## src/verilog/crf_map.svh

```systemverilog
// Offsets, flag positions, widths and reset values of the CPU register file
`ifndef CRF_MAP_SVH
`define CRF_MAP_SVH

// APB word addresses of the architectural registers
`define CRF_ADR_DR0 8'h00
`define CRF_ADR_DR1 8'h04
`define CRF_ADR_DR2 8'h08
`define CRF_ADR_DR3 8'h0C
`define CRF_ADR_D0L 8'h10
`define CRF_ADR_D0H 8'h14
`define CRF_ADR_D1L 8'h18
`define CRF_ADR_D1H 8'h1C
`define CRF_ADR_P20 8'h20
`define CRF_ADR_P31 8'h24
`define CRF_ADR_AR0 8'h28
`define CRF_ADR_AR1 8'h2C
`define CRF_ADR_A10 8'h30
`define CRF_ADR_FB 8'h34
`define CRF_ADR_PC 8'h38
`define CRF_ADR_VTB 8'h3C
`define CRF_ADR_SP 8'h40
`define CRF_ADR_USP 8'h44
`define CRF_ADR_ISP 8'h48
`define CRF_ADR_SB 8'h4C
`define CRF_ADR_FLG 8'h50

// Flag word bit positions
`define CRF_FLG_C 0
`define CRF_FLG_D 1
`define CRF_FLG_Z 2
`define CRF_FLG_S 3
`define CRF_FLG_B 4
`define CRF_FLG_O 5
`define CRF_FLG_I 6
`define CRF_FLG_U 7
`define CRF_FLG_IPL_LO 12
`define CRF_FLG_IPL_HI 14
// Implemented flag bits; 8..11 and 15 are reserved
`define CRF_FLG_MASK 16'h70FF

// Widths and the software vector limit
`define CRF_AW 20
`define CRF_SWI_USP_LIMIT 6'h20

// Reset values
`define CRF_RST_FLG 16'h0000
`define CRF_RST_PC 20'h00000
`define CRF_RST_W16 16'h0000

`endif

```

## src/verilog/crf_pkg.sv

```systemverilog
// Types of the CPU register file
package crf_pkg;
  `include "crf_map.svh"

  // Register selectors used by the core port and the APB decode
  typedef enum logic [4:0] {
    SEL_DR0, SEL_DR1, SEL_DR2, SEL_DR3,
    SEL_D0L, SEL_D0H, SEL_D1L, SEL_D1H,
    SEL_P20, SEL_P31,
    SEL_AR0, SEL_AR1, SEL_A10,
    SEL_FB, SEL_PC, SEL_VTB,
    SEL_SP, SEL_USP, SEL_ISP, SEL_SB, SEL_FLG
  } crf_sel_t;

  // Whole state of the register file
  typedef struct packed {
    logic [1:0][3:0][15:0] dreg;   // Bank, data register
    logic [1:0][1:0][15:0] areg;   // Bank, address register
    logic [1:0][15:0] fb;          // Banked frame base
    logic [`CRF_AW-1:0] pc;        // Program counter
    logic [`CRF_AW-1:0] vtb;       // Vector table base
    logic [15:0] user_stack_pointer;              // User stack pointer
    logic [15:0] interrupt_stack_pointer;              // Interrupt stack pointer
    logic [15:0] sb;               // Static base
    logic [15:0] flag_word;              // Flag word
    logic sstep;                   // Pending single-step request
    logic [31:0] prdata;           // APB read data
    logic [31:0] rdata;            // Core read data
  } crf_state_t;
endpackage

```

## src/verilog/crf_regfile.sv

```systemverilog
// Programmer-visible CPU register file with flag word and APB access
// How it works
// RL1: Thirteen registers; data, address, frame base banked.
// RL2: Four 16-bit data registers for operands.
// RL3: Data zero/one bytes writable without disturbing.
// RL4: Pairs two-over-zero and three-over-one form 32 bits.
// RL5: Two 16-bit address registers, paired into 32.
// RL6: 16-bit frame base for frame-relative addressing.
// RL7: Program counter is 20 bits wide.
// RL8: Vector table base is 20 bits wide.
// RL9: Flag bit 7 picks user or interrupt stack.
// RL10: Stack select cleared on acknowledge or low software vector.
// RL11: 16-bit static base register.
// RL12: Flag bit 0 captures carry.
// RL13: Debug flag raises single step, cleared on acknowledge.
// RL14: Flag bit 2 marks zero result.
// RL15: Flag bit 3 marks negative result.
// RL16: Flag bit 4 selects register bank.
// RL17: Flag bit 5 marks overflow.
// RL18: Flag bit 6 gates maskable interrupts, cleared on acknowledge.
// RL19: Flag bits 12-14 hold priority level.
// RL20: Accept interrupt only above current priority level.
// RL21: Flag bits 8-11 and 15 reserved.
// RL22: Reserved bits read zero; bank switch copies nothing.
`timescale 1ns/1ps

module crf_regfile
  import crf_pkg::*;
#(
  parameter logic [`CRF_AW-1:0] PC_RESET = `CRF_RST_PC  // Program counter after reset
) (
  input wire logic CLK_I,                 // Core clock
  input wire logic SYS_RST_I,             // Synchronous reset, active high
  input wire logic PSEL_I,                // APB select
  input wire logic PENABLE_I,             // APB enable
  input wire logic PWRITE_I,              // APB direction
  input wire logic [7:0] PADDR_I,         // APB byte address
  input wire logic [31:0] PWDATA_I,       // APB write data
  output logic PREADY_O,                  // APB ready
  output logic [31:0] PRDATA_O,           // APB read data
  output logic PSLVERR_O,                 // APB error on unmapped address
  input wire crf_sel_t RD_SEL_I,          // Core read select
  output logic [31:0] RD_DATA_O,          // Core read data, one cycle later
  input wire logic WR_EN_I,               // Core write strobe
  input wire crf_sel_t WR_SEL_I,          // Core write select
  input wire logic [31:0] WR_DATA_I,      // Core write data
  input wire logic ALU_UPD_I,             // ALU result valid pulse
  input wire logic [15:0] ALU_RES_I,      // ALU result
  input wire logic ALU_C_I,               // ALU carry, borrow or shift-out
  input wire logic ALU_O_I,               // ALU overflow
  input wire logic INSN_DONE_I,           // Instruction completed pulse
  input wire logic IRQ_REQ_I,             // Maskable interrupt requested
  input wire logic [2:0] IRQ_PRIO_I,      // Priority of the request
  output logic IRQ_ACCEPT_O,              // Request may be taken
  input wire logic IRQ_ACK_I,             // Hardware interrupt acknowledged
  input wire logic SWI_I,                 // Software interrupt executed
  input wire logic [5:0] SWI_NUM_I,       // Software interrupt vector number
  output logic SSTEP_REQ_O,               // Single-step interrupt pending
  output logic [`CRF_AW-1:0] PC_O,        // Program counter
  output logic [`CRF_AW-1:0] VTB_O,       // Vector table base
  output logic [15:0] SP_O,               // Active stack pointer
  output logic [15:0] FLAG_O              // Flag word
);

  crf_state_t q;      // Registered state
  crf_state_t d;      // Next state
  crf_sel_t apb_sel;  // Decoded APB register
  logic apb_hit;      // APB address is mapped
  logic apb_wr;       // APB write completes this cycle
  logic apb_setup;    // APB setup phase

  // Read one register as seen through the active bank
  function automatic logic [31:0] rd_fn(crf_state_t s, crf_sel_t sel);
    logic bk;
    logic [31:0] v;
    bk = s.flag_word[`CRF_FLG_B];  // RL1 RL16
    v = 32'h0000_0000;
    case (sel)
      SEL_DR0: v = {16'h0000, s.dreg[bk][0]};  // RL2
      SEL_DR1: v = {16'h0000, s.dreg[bk][1]};
      SEL_DR2: v = {16'h0000, s.dreg[bk][2]};
      SEL_DR3: v = {16'h0000, s.dreg[bk][3]};
      SEL_D0L: v = {24'h000000, s.dreg[bk][0][7:0]};  // RL3
      SEL_D0H: v = {24'h000000, s.dreg[bk][0][15:8]};
      SEL_D1L: v = {24'h000000, s.dreg[bk][1][7:0]};
      SEL_D1H: v = {24'h000000, s.dreg[bk][1][15:8]};
      SEL_P20: v = {s.dreg[bk][2], s.dreg[bk][0]};  // RL4
      SEL_P31: v = {s.dreg[bk][3], s.dreg[bk][1]};
      SEL_AR0: v = {16'h0000, s.areg[bk][0]};  // RL5
      SEL_AR1: v = {16'h0000, s.areg[bk][1]};
      SEL_A10: v = {s.areg[bk][1], s.areg[bk][0]};
      SEL_FB: v = {16'h0000, s.fb[bk]};  // RL6
      SEL_PC: v = {12'h000, s.pc};  // RL7
      SEL_VTB: v = {12'h000, s.vtb};  // RL8
      // Active stack follows the stack select flag
      SEL_SP: v = {16'h0000, s.flag_word[`CRF_FLG_U] ? s.user_stack_pointer : s.interrupt_stack_pointer};  // RL9
      SEL_USP: v = {16'h0000, s.user_stack_pointer};
      SEL_ISP: v = {16'h0000, s.interrupt_stack_pointer};
      SEL_SB: v = {16'h0000, s.sb};  // RL11
      // Reserved flag bits always read as zero
      SEL_FLG: v = {16'h0000, s.flag_word & `CRF_FLG_MASK};  // RL21
      default: v = 32'h0000_0000;
    endcase
    return v;
  endfunction

  // Write one register of the active bank; other bank stays untouched
  function automatic crf_state_t wr_fn(crf_state_t s, crf_sel_t sel, logic [31:0] v);
    crf_state_t n;
    logic bk;
    n = s;
    bk = s.flag_word[`CRF_FLG_B];  // RL1 RL16
    case (sel)
      SEL_DR0: n.dreg[bk][0] = v[15:0];  // RL2
      SEL_DR1: n.dreg[bk][1] = v[15:0];
      SEL_DR2: n.dreg[bk][2] = v[15:0];
      SEL_DR3: n.dreg[bk][3] = v[15:0];
      // Byte writes leave the other half alone
      SEL_D0L: n.dreg[bk][0][7:0] = v[7:0];  // RL3
      SEL_D0H: n.dreg[bk][0][15:8] = v[7:0];  // RL3
      SEL_D1L: n.dreg[bk][1][7:0] = v[7:0];  // RL3
      SEL_D1H: n.dreg[bk][1][15:8] = v[7:0];  // RL3
      // Pairs: upper word goes to the higher register
      SEL_P20: begin  // RL4
        n.dreg[bk][2] = v[31:16];
        n.dreg[bk][0] = v[15:0];
      end
      SEL_P31: begin  // RL4
        n.dreg[bk][3] = v[31:16];
        n.dreg[bk][1] = v[15:0];
      end
      SEL_AR0: n.areg[bk][0] = v[15:0];  // RL5
      SEL_AR1: n.areg[bk][1] = v[15:0];  // RL5
      SEL_A10: begin  // RL5
        n.areg[bk][1] = v[31:16];
        n.areg[bk][0] = v[15:0];
      end
      SEL_FB: n.fb[bk] = v[15:0];  // RL6
      SEL_PC: n.pc = v[`CRF_AW-1:0];  // RL7
      SEL_VTB: n.vtb = v[`CRF_AW-1:0];  // RL8
      // Writing the active stack pointer picks the copy by flag bit 7
      SEL_SP: begin  // RL9
        if (s.flag_word[`CRF_FLG_U]) begin
          n.user_stack_pointer = v[15:0];
        end else begin
          n.interrupt_stack_pointer = v[15:0];
        end
      end
      SEL_USP: n.user_stack_pointer = v[15:0];
      SEL_ISP: n.interrupt_stack_pointer = v[15:0];
      SEL_SB: n.sb = v[15:0];  // RL11
      // Reserved bits ignore writes
      SEL_FLG: n.flag_word = v[15:0] & `CRF_FLG_MASK;  // RL22
      default: n = s;
    endcase
    return n;
  endfunction

  // APB address decode
  always_comb begin
    apb_hit = 1'b1;
    apb_sel = SEL_DR0;
    if (PADDR_I == `CRF_ADR_DR0) begin
      apb_sel = SEL_DR0;
    end else if (PADDR_I == `CRF_ADR_DR1) begin
      apb_sel = SEL_DR1;
    end else if (PADDR_I == `CRF_ADR_DR2) begin
      apb_sel = SEL_DR2;
    end else if (PADDR_I == `CRF_ADR_DR3) begin
      apb_sel = SEL_DR3;
    end else if (PADDR_I == `CRF_ADR_D0L) begin
      apb_sel = SEL_D0L;
    end else if (PADDR_I == `CRF_ADR_D0H) begin
      apb_sel = SEL_D0H;
    end else if (PADDR_I == `CRF_ADR_D1L) begin
      apb_sel = SEL_D1L;
    end else if (PADDR_I == `CRF_ADR_D1H) begin
      apb_sel = SEL_D1H;
    end else if (PADDR_I == `CRF_ADR_P20) begin
      apb_sel = SEL_P20;
    end else if (PADDR_I == `CRF_ADR_P31) begin
      apb_sel = SEL_P31;
    end else if (PADDR_I == `CRF_ADR_AR0) begin
      apb_sel = SEL_AR0;
    end else if (PADDR_I == `CRF_ADR_AR1) begin
      apb_sel = SEL_AR1;
    end else if (PADDR_I == `CRF_ADR_A10) begin
      apb_sel = SEL_A10;
    end else if (PADDR_I == `CRF_ADR_FB) begin
      apb_sel = SEL_FB;
    end else if (PADDR_I == `CRF_ADR_PC) begin
      apb_sel = SEL_PC;
    end else if (PADDR_I == `CRF_ADR_VTB) begin
      apb_sel = SEL_VTB;
    end else if (PADDR_I == `CRF_ADR_SP) begin
      apb_sel = SEL_SP;
    end else if (PADDR_I == `CRF_ADR_USP) begin
      apb_sel = SEL_USP;
    end else if (PADDR_I == `CRF_ADR_ISP) begin
      apb_sel = SEL_ISP;
    end else if (PADDR_I == `CRF_ADR_SB) begin
      apb_sel = SEL_SB;
    end else if (PADDR_I == `CRF_ADR_FLG) begin
      apb_sel = SEL_FLG;
    end else begin
      // Unmapped address
      apb_hit = 1'b0;
    end
  end

  // APB phase decode; the slave always answers in the first access cycle
  always_comb begin
    apb_setup = PSEL_I & ~PENABLE_I;
    apb_wr = PSEL_I & PENABLE_I & PWRITE_I & apb_hit;
  end

  // Next-state logic; later steps take priority over earlier ones
  always_comb begin
    d = q;
    // Read data is captured in the setup phase
    if (apb_setup) begin
      d.prdata = apb_hit ? rd_fn(q, apb_sel) : 32'h0000_0000;
    end
    d.rdata = rd_fn(q, RD_SEL_I);
    // Software write from APB
    if (apb_wr) begin
      d = wr_fn(d, apb_sel, PWDATA_I);
    end
    // Core write wins over APB on the same register
    if (WR_EN_I) begin
      d = wr_fn(d, WR_SEL_I, WR_DATA_I);
    end
    // ALU flag update
    if (ALU_UPD_I) begin
      d.flag_word[`CRF_FLG_C] = ALU_C_I;  // RL12
      d.flag_word[`CRF_FLG_Z] = (ALU_RES_I == 16'h0000);  // RL14
      d.flag_word[`CRF_FLG_S] = ALU_RES_I[15];  // RL15
      d.flag_word[`CRF_FLG_O] = ALU_O_I;  // RL17
    end
    // Acknowledge clears debug, interrupt enable and stack select
    if (IRQ_ACK_I) begin
      d.flag_word[`CRF_FLG_D] = 1'b0;  // RL13
      d.flag_word[`CRF_FLG_I] = 1'b0;  // RL18
      d.flag_word[`CRF_FLG_U] = 1'b0;  // RL10
      d.sstep = 1'b0;  // RL13
    end
    // Software interrupts 0 to 31 move onto the interrupt stack
    if (SWI_I && (SWI_NUM_I < `CRF_SWI_USP_LIMIT)) begin
      d.flag_word[`CRF_FLG_U] = 1'b0;  // RL10
    end
    // Single step pends after each instruction while the debug flag is set; set beats clear
    if (INSN_DONE_I && q.flag_word[`CRF_FLG_D]) begin
      d.sstep = 1'b1;  // RL13
    end
    // Keep reserved bits at zero whatever happened above
    d.flag_word = d.flag_word & `CRF_FLG_MASK;  // RL21
  end

  // State register
  always_ff @(posedge CLK_I) begin
    if (SYS_RST_I) begin
      q <= '0;
      q.pc <= PC_RESET;
      q.flag_word <= `CRF_RST_FLG;
      q.user_stack_pointer <= `CRF_RST_W16;
      q.interrupt_stack_pointer <= `CRF_RST_W16;
    end else begin
      q <= d;
    end
  end

  // Maskable interrupt gate: enable flag and strictly higher priority
  always_comb begin
    IRQ_ACCEPT_O = IRQ_REQ_I & q.flag_word[`CRF_FLG_I]  // RL18
      & (IRQ_PRIO_I > q.flag_word[`CRF_FLG_IPL_HI:`CRF_FLG_IPL_LO]);  // RL19 RL20
  end

  // Outputs
  always_comb begin
    PREADY_O = PSEL_I & PENABLE_I;
    PSLVERR_O = PSEL_I & PENABLE_I & ~apb_hit;
    PRDATA_O = q.prdata;
    RD_DATA_O = q.rdata;
    SSTEP_REQ_O = q.sstep;
    PC_O = q.pc;
    VTB_O = q.vtb;
    SP_O = q.flag_word[`CRF_FLG_U] ? q.user_stack_pointer : q.interrupt_stack_pointer;  // RL9
    FLAG_O = q.flag_word;
  end

endmodule

```

## config.mk

```make
export PLATFORM = sky130hd
export DESIGN_NAME = crf_regfile
export DESIGN_NICKNAME = d
export VERILOG_FILES = /design/src/verilog/crf_pkg.sv /design/src/verilog/crf_regfile.sv
export VERILOG_INCLUDE_DIRS = /design/src /design/src/verilog
export SDC_FILE = /design/constraint.sdc
export NUM_CORES = 2
export LEC_CHECK = 0
export BUFFER_PORTS_ARGS = -buffer_cell sky130_fd_sc_hd__buf_2
export CORE_UTILIZATION = 30
export DETAILED_ROUTE_END_ITERATION = 7
export PLACE_DENSITY_LB_ADDON = 0.3
export RECOVER_POWER = 100
export SYNTH_ARGS = -nofsm -noshare
export SYNTH_HDL_FRONTEND = slang
export SYNTH_SLANG_ARGS = --single-unit
```

## constraint.sdc

```tcl
create_clock -name CLK_I -period 3.55 [get_ports CLK_I]
set_input_delay 0.71 -clock CLK_I [delete_from_list [all_inputs] [get_ports CLK_I]]
set_output_delay 0.71 -clock CLK_I [all_outputs]
set_load 0.02 [all_outputs]
```

==> summary.txt <==
Power
  • Switch Pwr: 3300 uW
  • Pint: approximately 8100 uW
  • PD cells: 379 nW/um^2
  • Static leakage: 0.0107 uW
  • Clk network pwr share: 50.2%
  • Sequential Power Share: about 39%
  • Switching part of the total: roughly 29%
  • Gate power share: around 11%
  • Pwr Total: 11400 uW
  • Maximum VDD drop: 0.000324 V

Setup path
  • CP Launch Type: input pin
  • Crit Path Category: in -> reg
  • Critical Path AT: 4.08 ns
  • Setup crit end kind: flop
  • CP Max Fanout: 18
  • CP required: 4.09 ns

Final layout
  • Multi-input combinational cell area: 15900 um^2
  • NumNets Final: 3500
  • Layout area overhead: 16.6%
  • Storage cell area: 7770 um^2
  • Layout cells sized above 1: 16.6%
  • Filler cell count: 9032

Hold path
  • Worst hold path class: in -> reg

Synthesis
  • Synth cell count leaders: 430 x nor2_1, 388 x dfxtp_1, 243 x nand2_1, 231 x clkbuf_1, 209 x mux2i_1
  • Synth top area cells: dfxtp_1 30%, mux2i_1 8.1%, nor2_1 6.2%
  • Top-count cell post-synth: nor2_1
  • Post-synth cell types: 97
  • Ys flop type: dfxtp_1
  • FF+latch count, synth: 388
  • Top cell type by total area after synthesis: dfxtp_1
  • Ys async rst share: 0%
  • Synth Warn #: 0
  • Syn Area/Cell: 7.96 um^2
  • Mapped Area: 25900 um^2
  • Post-Syn Instances: 3250
  • Post-synth top area share: 30.0%
  • Sequential fraction of the synthesis area: between 30% and 40%
  • Post-synth EDFFs: 0

Floorplan
  • Die ar.: 87400 um^2
  • CORE AREA: 85300 um^2
  • Number of I/O pins: 260
  • Initial core utilization: 30.3%
  • Die height: 296 um
  • Core Rows: 107
  • Chip width: 296 um

Route
  • Final antenna-violating net count: 0
  • DRT Pass-1 Iters: 8
  • Avg WL per Cell: 34.8 um
  • Initial DRC Count: 5040
  • Drt drc: 5
  • Vias: around 30000
  • Routed WL: 159 mm
  • Via density: 6.57

STA
  • Final Slew Violations: between 100 and 150
  • Final worst slack: 0.0145 ns
  • Slew @ Worst Pin: roughly 1.9 ns
  • Final period util: between 90% and 100%
  • Endpoints failing setup: 0
  • Sum of negative setup slack: 0 ns
  • Final hold violation count: 0
  • Unrepaired setup endpoints after global routing: no
  • Slew headroom: -26.4%
  • Crit path time final: 3.54 ns
  • Clock Skew: 0.0347 ns
  • Fmax: approximately 0.28 GHz

Global routing
  • Congestion Overflow GR: 0
  • First-pass GRT wire length: roughly 220 mm
  • Vias in the first global route: 27300
  • Initial antenna violation count: 18
  • Pin count of the biggest net entering global routing: 140
  • Total GRT Usage: 35.1%

Clock tree
  • Post-cts sizing count: 0
  • TritonCTS clock tree: built
  • Worst-case clock buffer depth: 3
  • Setup Fix Bufs, Post-CTS: 0
  • Worst skew pair latency: 0.64 ns
  • Number of buffers created by CTS: 50
  • # H-tree levels: 2
  • Clock Sinks: 388
  • Clk slew on worst S/H paths: 0.06 ns
  • Root Driver: clkbuf_16
  • Hold Buf Count CTS: 0

Run status
  • Status: complete, but fails checks
  • Failing checks: DRC, capacitance limit, slew limit

Placement
  • Dpl ws: 0.185 ns
  • Post-detail-place hpwl: 113 mm
  • IO Port Bufs: between 200 and 250
  • Placer Congestion: 1.04

Run
  • Max-capacitance violation count: 1
## layout make-up
cell class                 count  share of cell area [%]
sequential                   388                    25.8
timing repair buffer         511                    10.4
antenna                       10                  0.0830
clock buffer                  66                    4.65
tap                         1144                    4.75
inverter                      30                   0.374
clock inverter                26                    1.31
multi-input combinational   2396                    52.6
## per-layer routing
layer | vias to the layer above | global-route usage, % | wire length (um)
met3 | 629 | 9.83 | 19800
met5 | - | 0 | 131
met2 | 2364 | 50.7 | 65100
met1 | 14500 | 44.6 | 60300
met4 | 20 | 25.3 | 13500
li1 | 12500 | - | -
## layout by cell type, fill, tap and decap left out, drive strengths merged, types with 13 or more instances in the layout
master	Yosys	final
a32oi	20	20
a2111oi	18	18
mux2	69	69
nand3	79	79
buf	206	352
a22o	66	66
clkbuf	234	225
nor2b	15	15
mux2i	209	209
nand2b	14	14
nor2	436	436
o2bb2ai	14	14
o31ai	29	29
and3	14	14
nand2	245	245
and2	19	19
o22a	17	17
a222oi	25	25
o21ai	95	95
nor3	70	70
a221o	49	49
clkinv	4	14
dfxtp	388	388
a22oi	184	184
o22ai	69	69
a211oi	154	154
or4	14	14
a221oi	58	58
o211ai	29	29
nand4	13	13
nor4	22	22
a311oi	31	31
a21oi	152	152
inv	26	29
a31oi	23	23
## state kept, by name, indices dropped and copies added (netlist names)
signal and flops:
FLAG_O 11, PC_O 20, PRDATA_O 32, RD_DATA_O 32
SSTEP_REQ_O 1, VTB_O 20, q 272
## logic make-up (layout without fill, tap and decap cells)
kind of cell	count (synthesis)	count (layout)	share of synthesized area, %
XOR/XNOR	7	7	0.237
AND/OR/NAND/NOR	1000	1000	18.0
adder cells (fa/ha/maj)	3	3	0.145
multiplexers	278	278	11.1
flip-flops	388	388	30.0
AO/OA/AOI/OAI	1103	1103	31.6
other	1	15	0.0145
buffers and inverters	470	633	8.94
## power by group through the flow
stage | sequential, uW | combinational [uW] | clock, uW
after floorplan | 4520 | 611 | 0
after global placement | 4540 | 1190 | 0
after detailed placement | 4540 | 1190 | 0
after CTS | 4440 | 1200 | 5760
after global routing | 4440 | 1250 | 5920
final | 4440 | 1240 | 5730
## through the flow
step           instance area (um^2)  cells  hold WS, ns  utilization, %
3_5_place_dp                  28800   4469        0.429            33.7
6_report                      30100   4571        0.301            35.4
5_1_grt                       30100   4563        0.317            35.3
3_3_place_gp                  28800   4469        0.422            33.7
2_1_floorplan                 25900   3254        0.412               -
4_1_cts                       30600   4561        0.280            35.8
## critical path: stages
cell	delay, ns
clkbuf_1	0.83
nand2b_1	0.61
nor4_1	0.68
clkbuf_1	0.73
a22oi_1	0.24
a21oi_1	0.26
## path summary, 6_finish.rpt
check / slack (ns) / cells past startpoint / endpoint / from
max: 0.01 / 6 / RD_DATA_O[21]$_SDFF_PP0_ / RD_SEL_I[3]
min: 0.30 / 2 / FLAG_O[7]$_SDFF_PP0_ / SWI_I
max reg2reg: 0.20 / 9 / q[230]$_SDFF_PP0_ / FLAG_O[4]$_SDFF_PP0_
min reg2reg: 0.44 / 2 / q[230]$_SDFF_PP0_ / q[230]$_SDFF_PP0_
No activity file was read; power rests on OpenSTA's default activity.
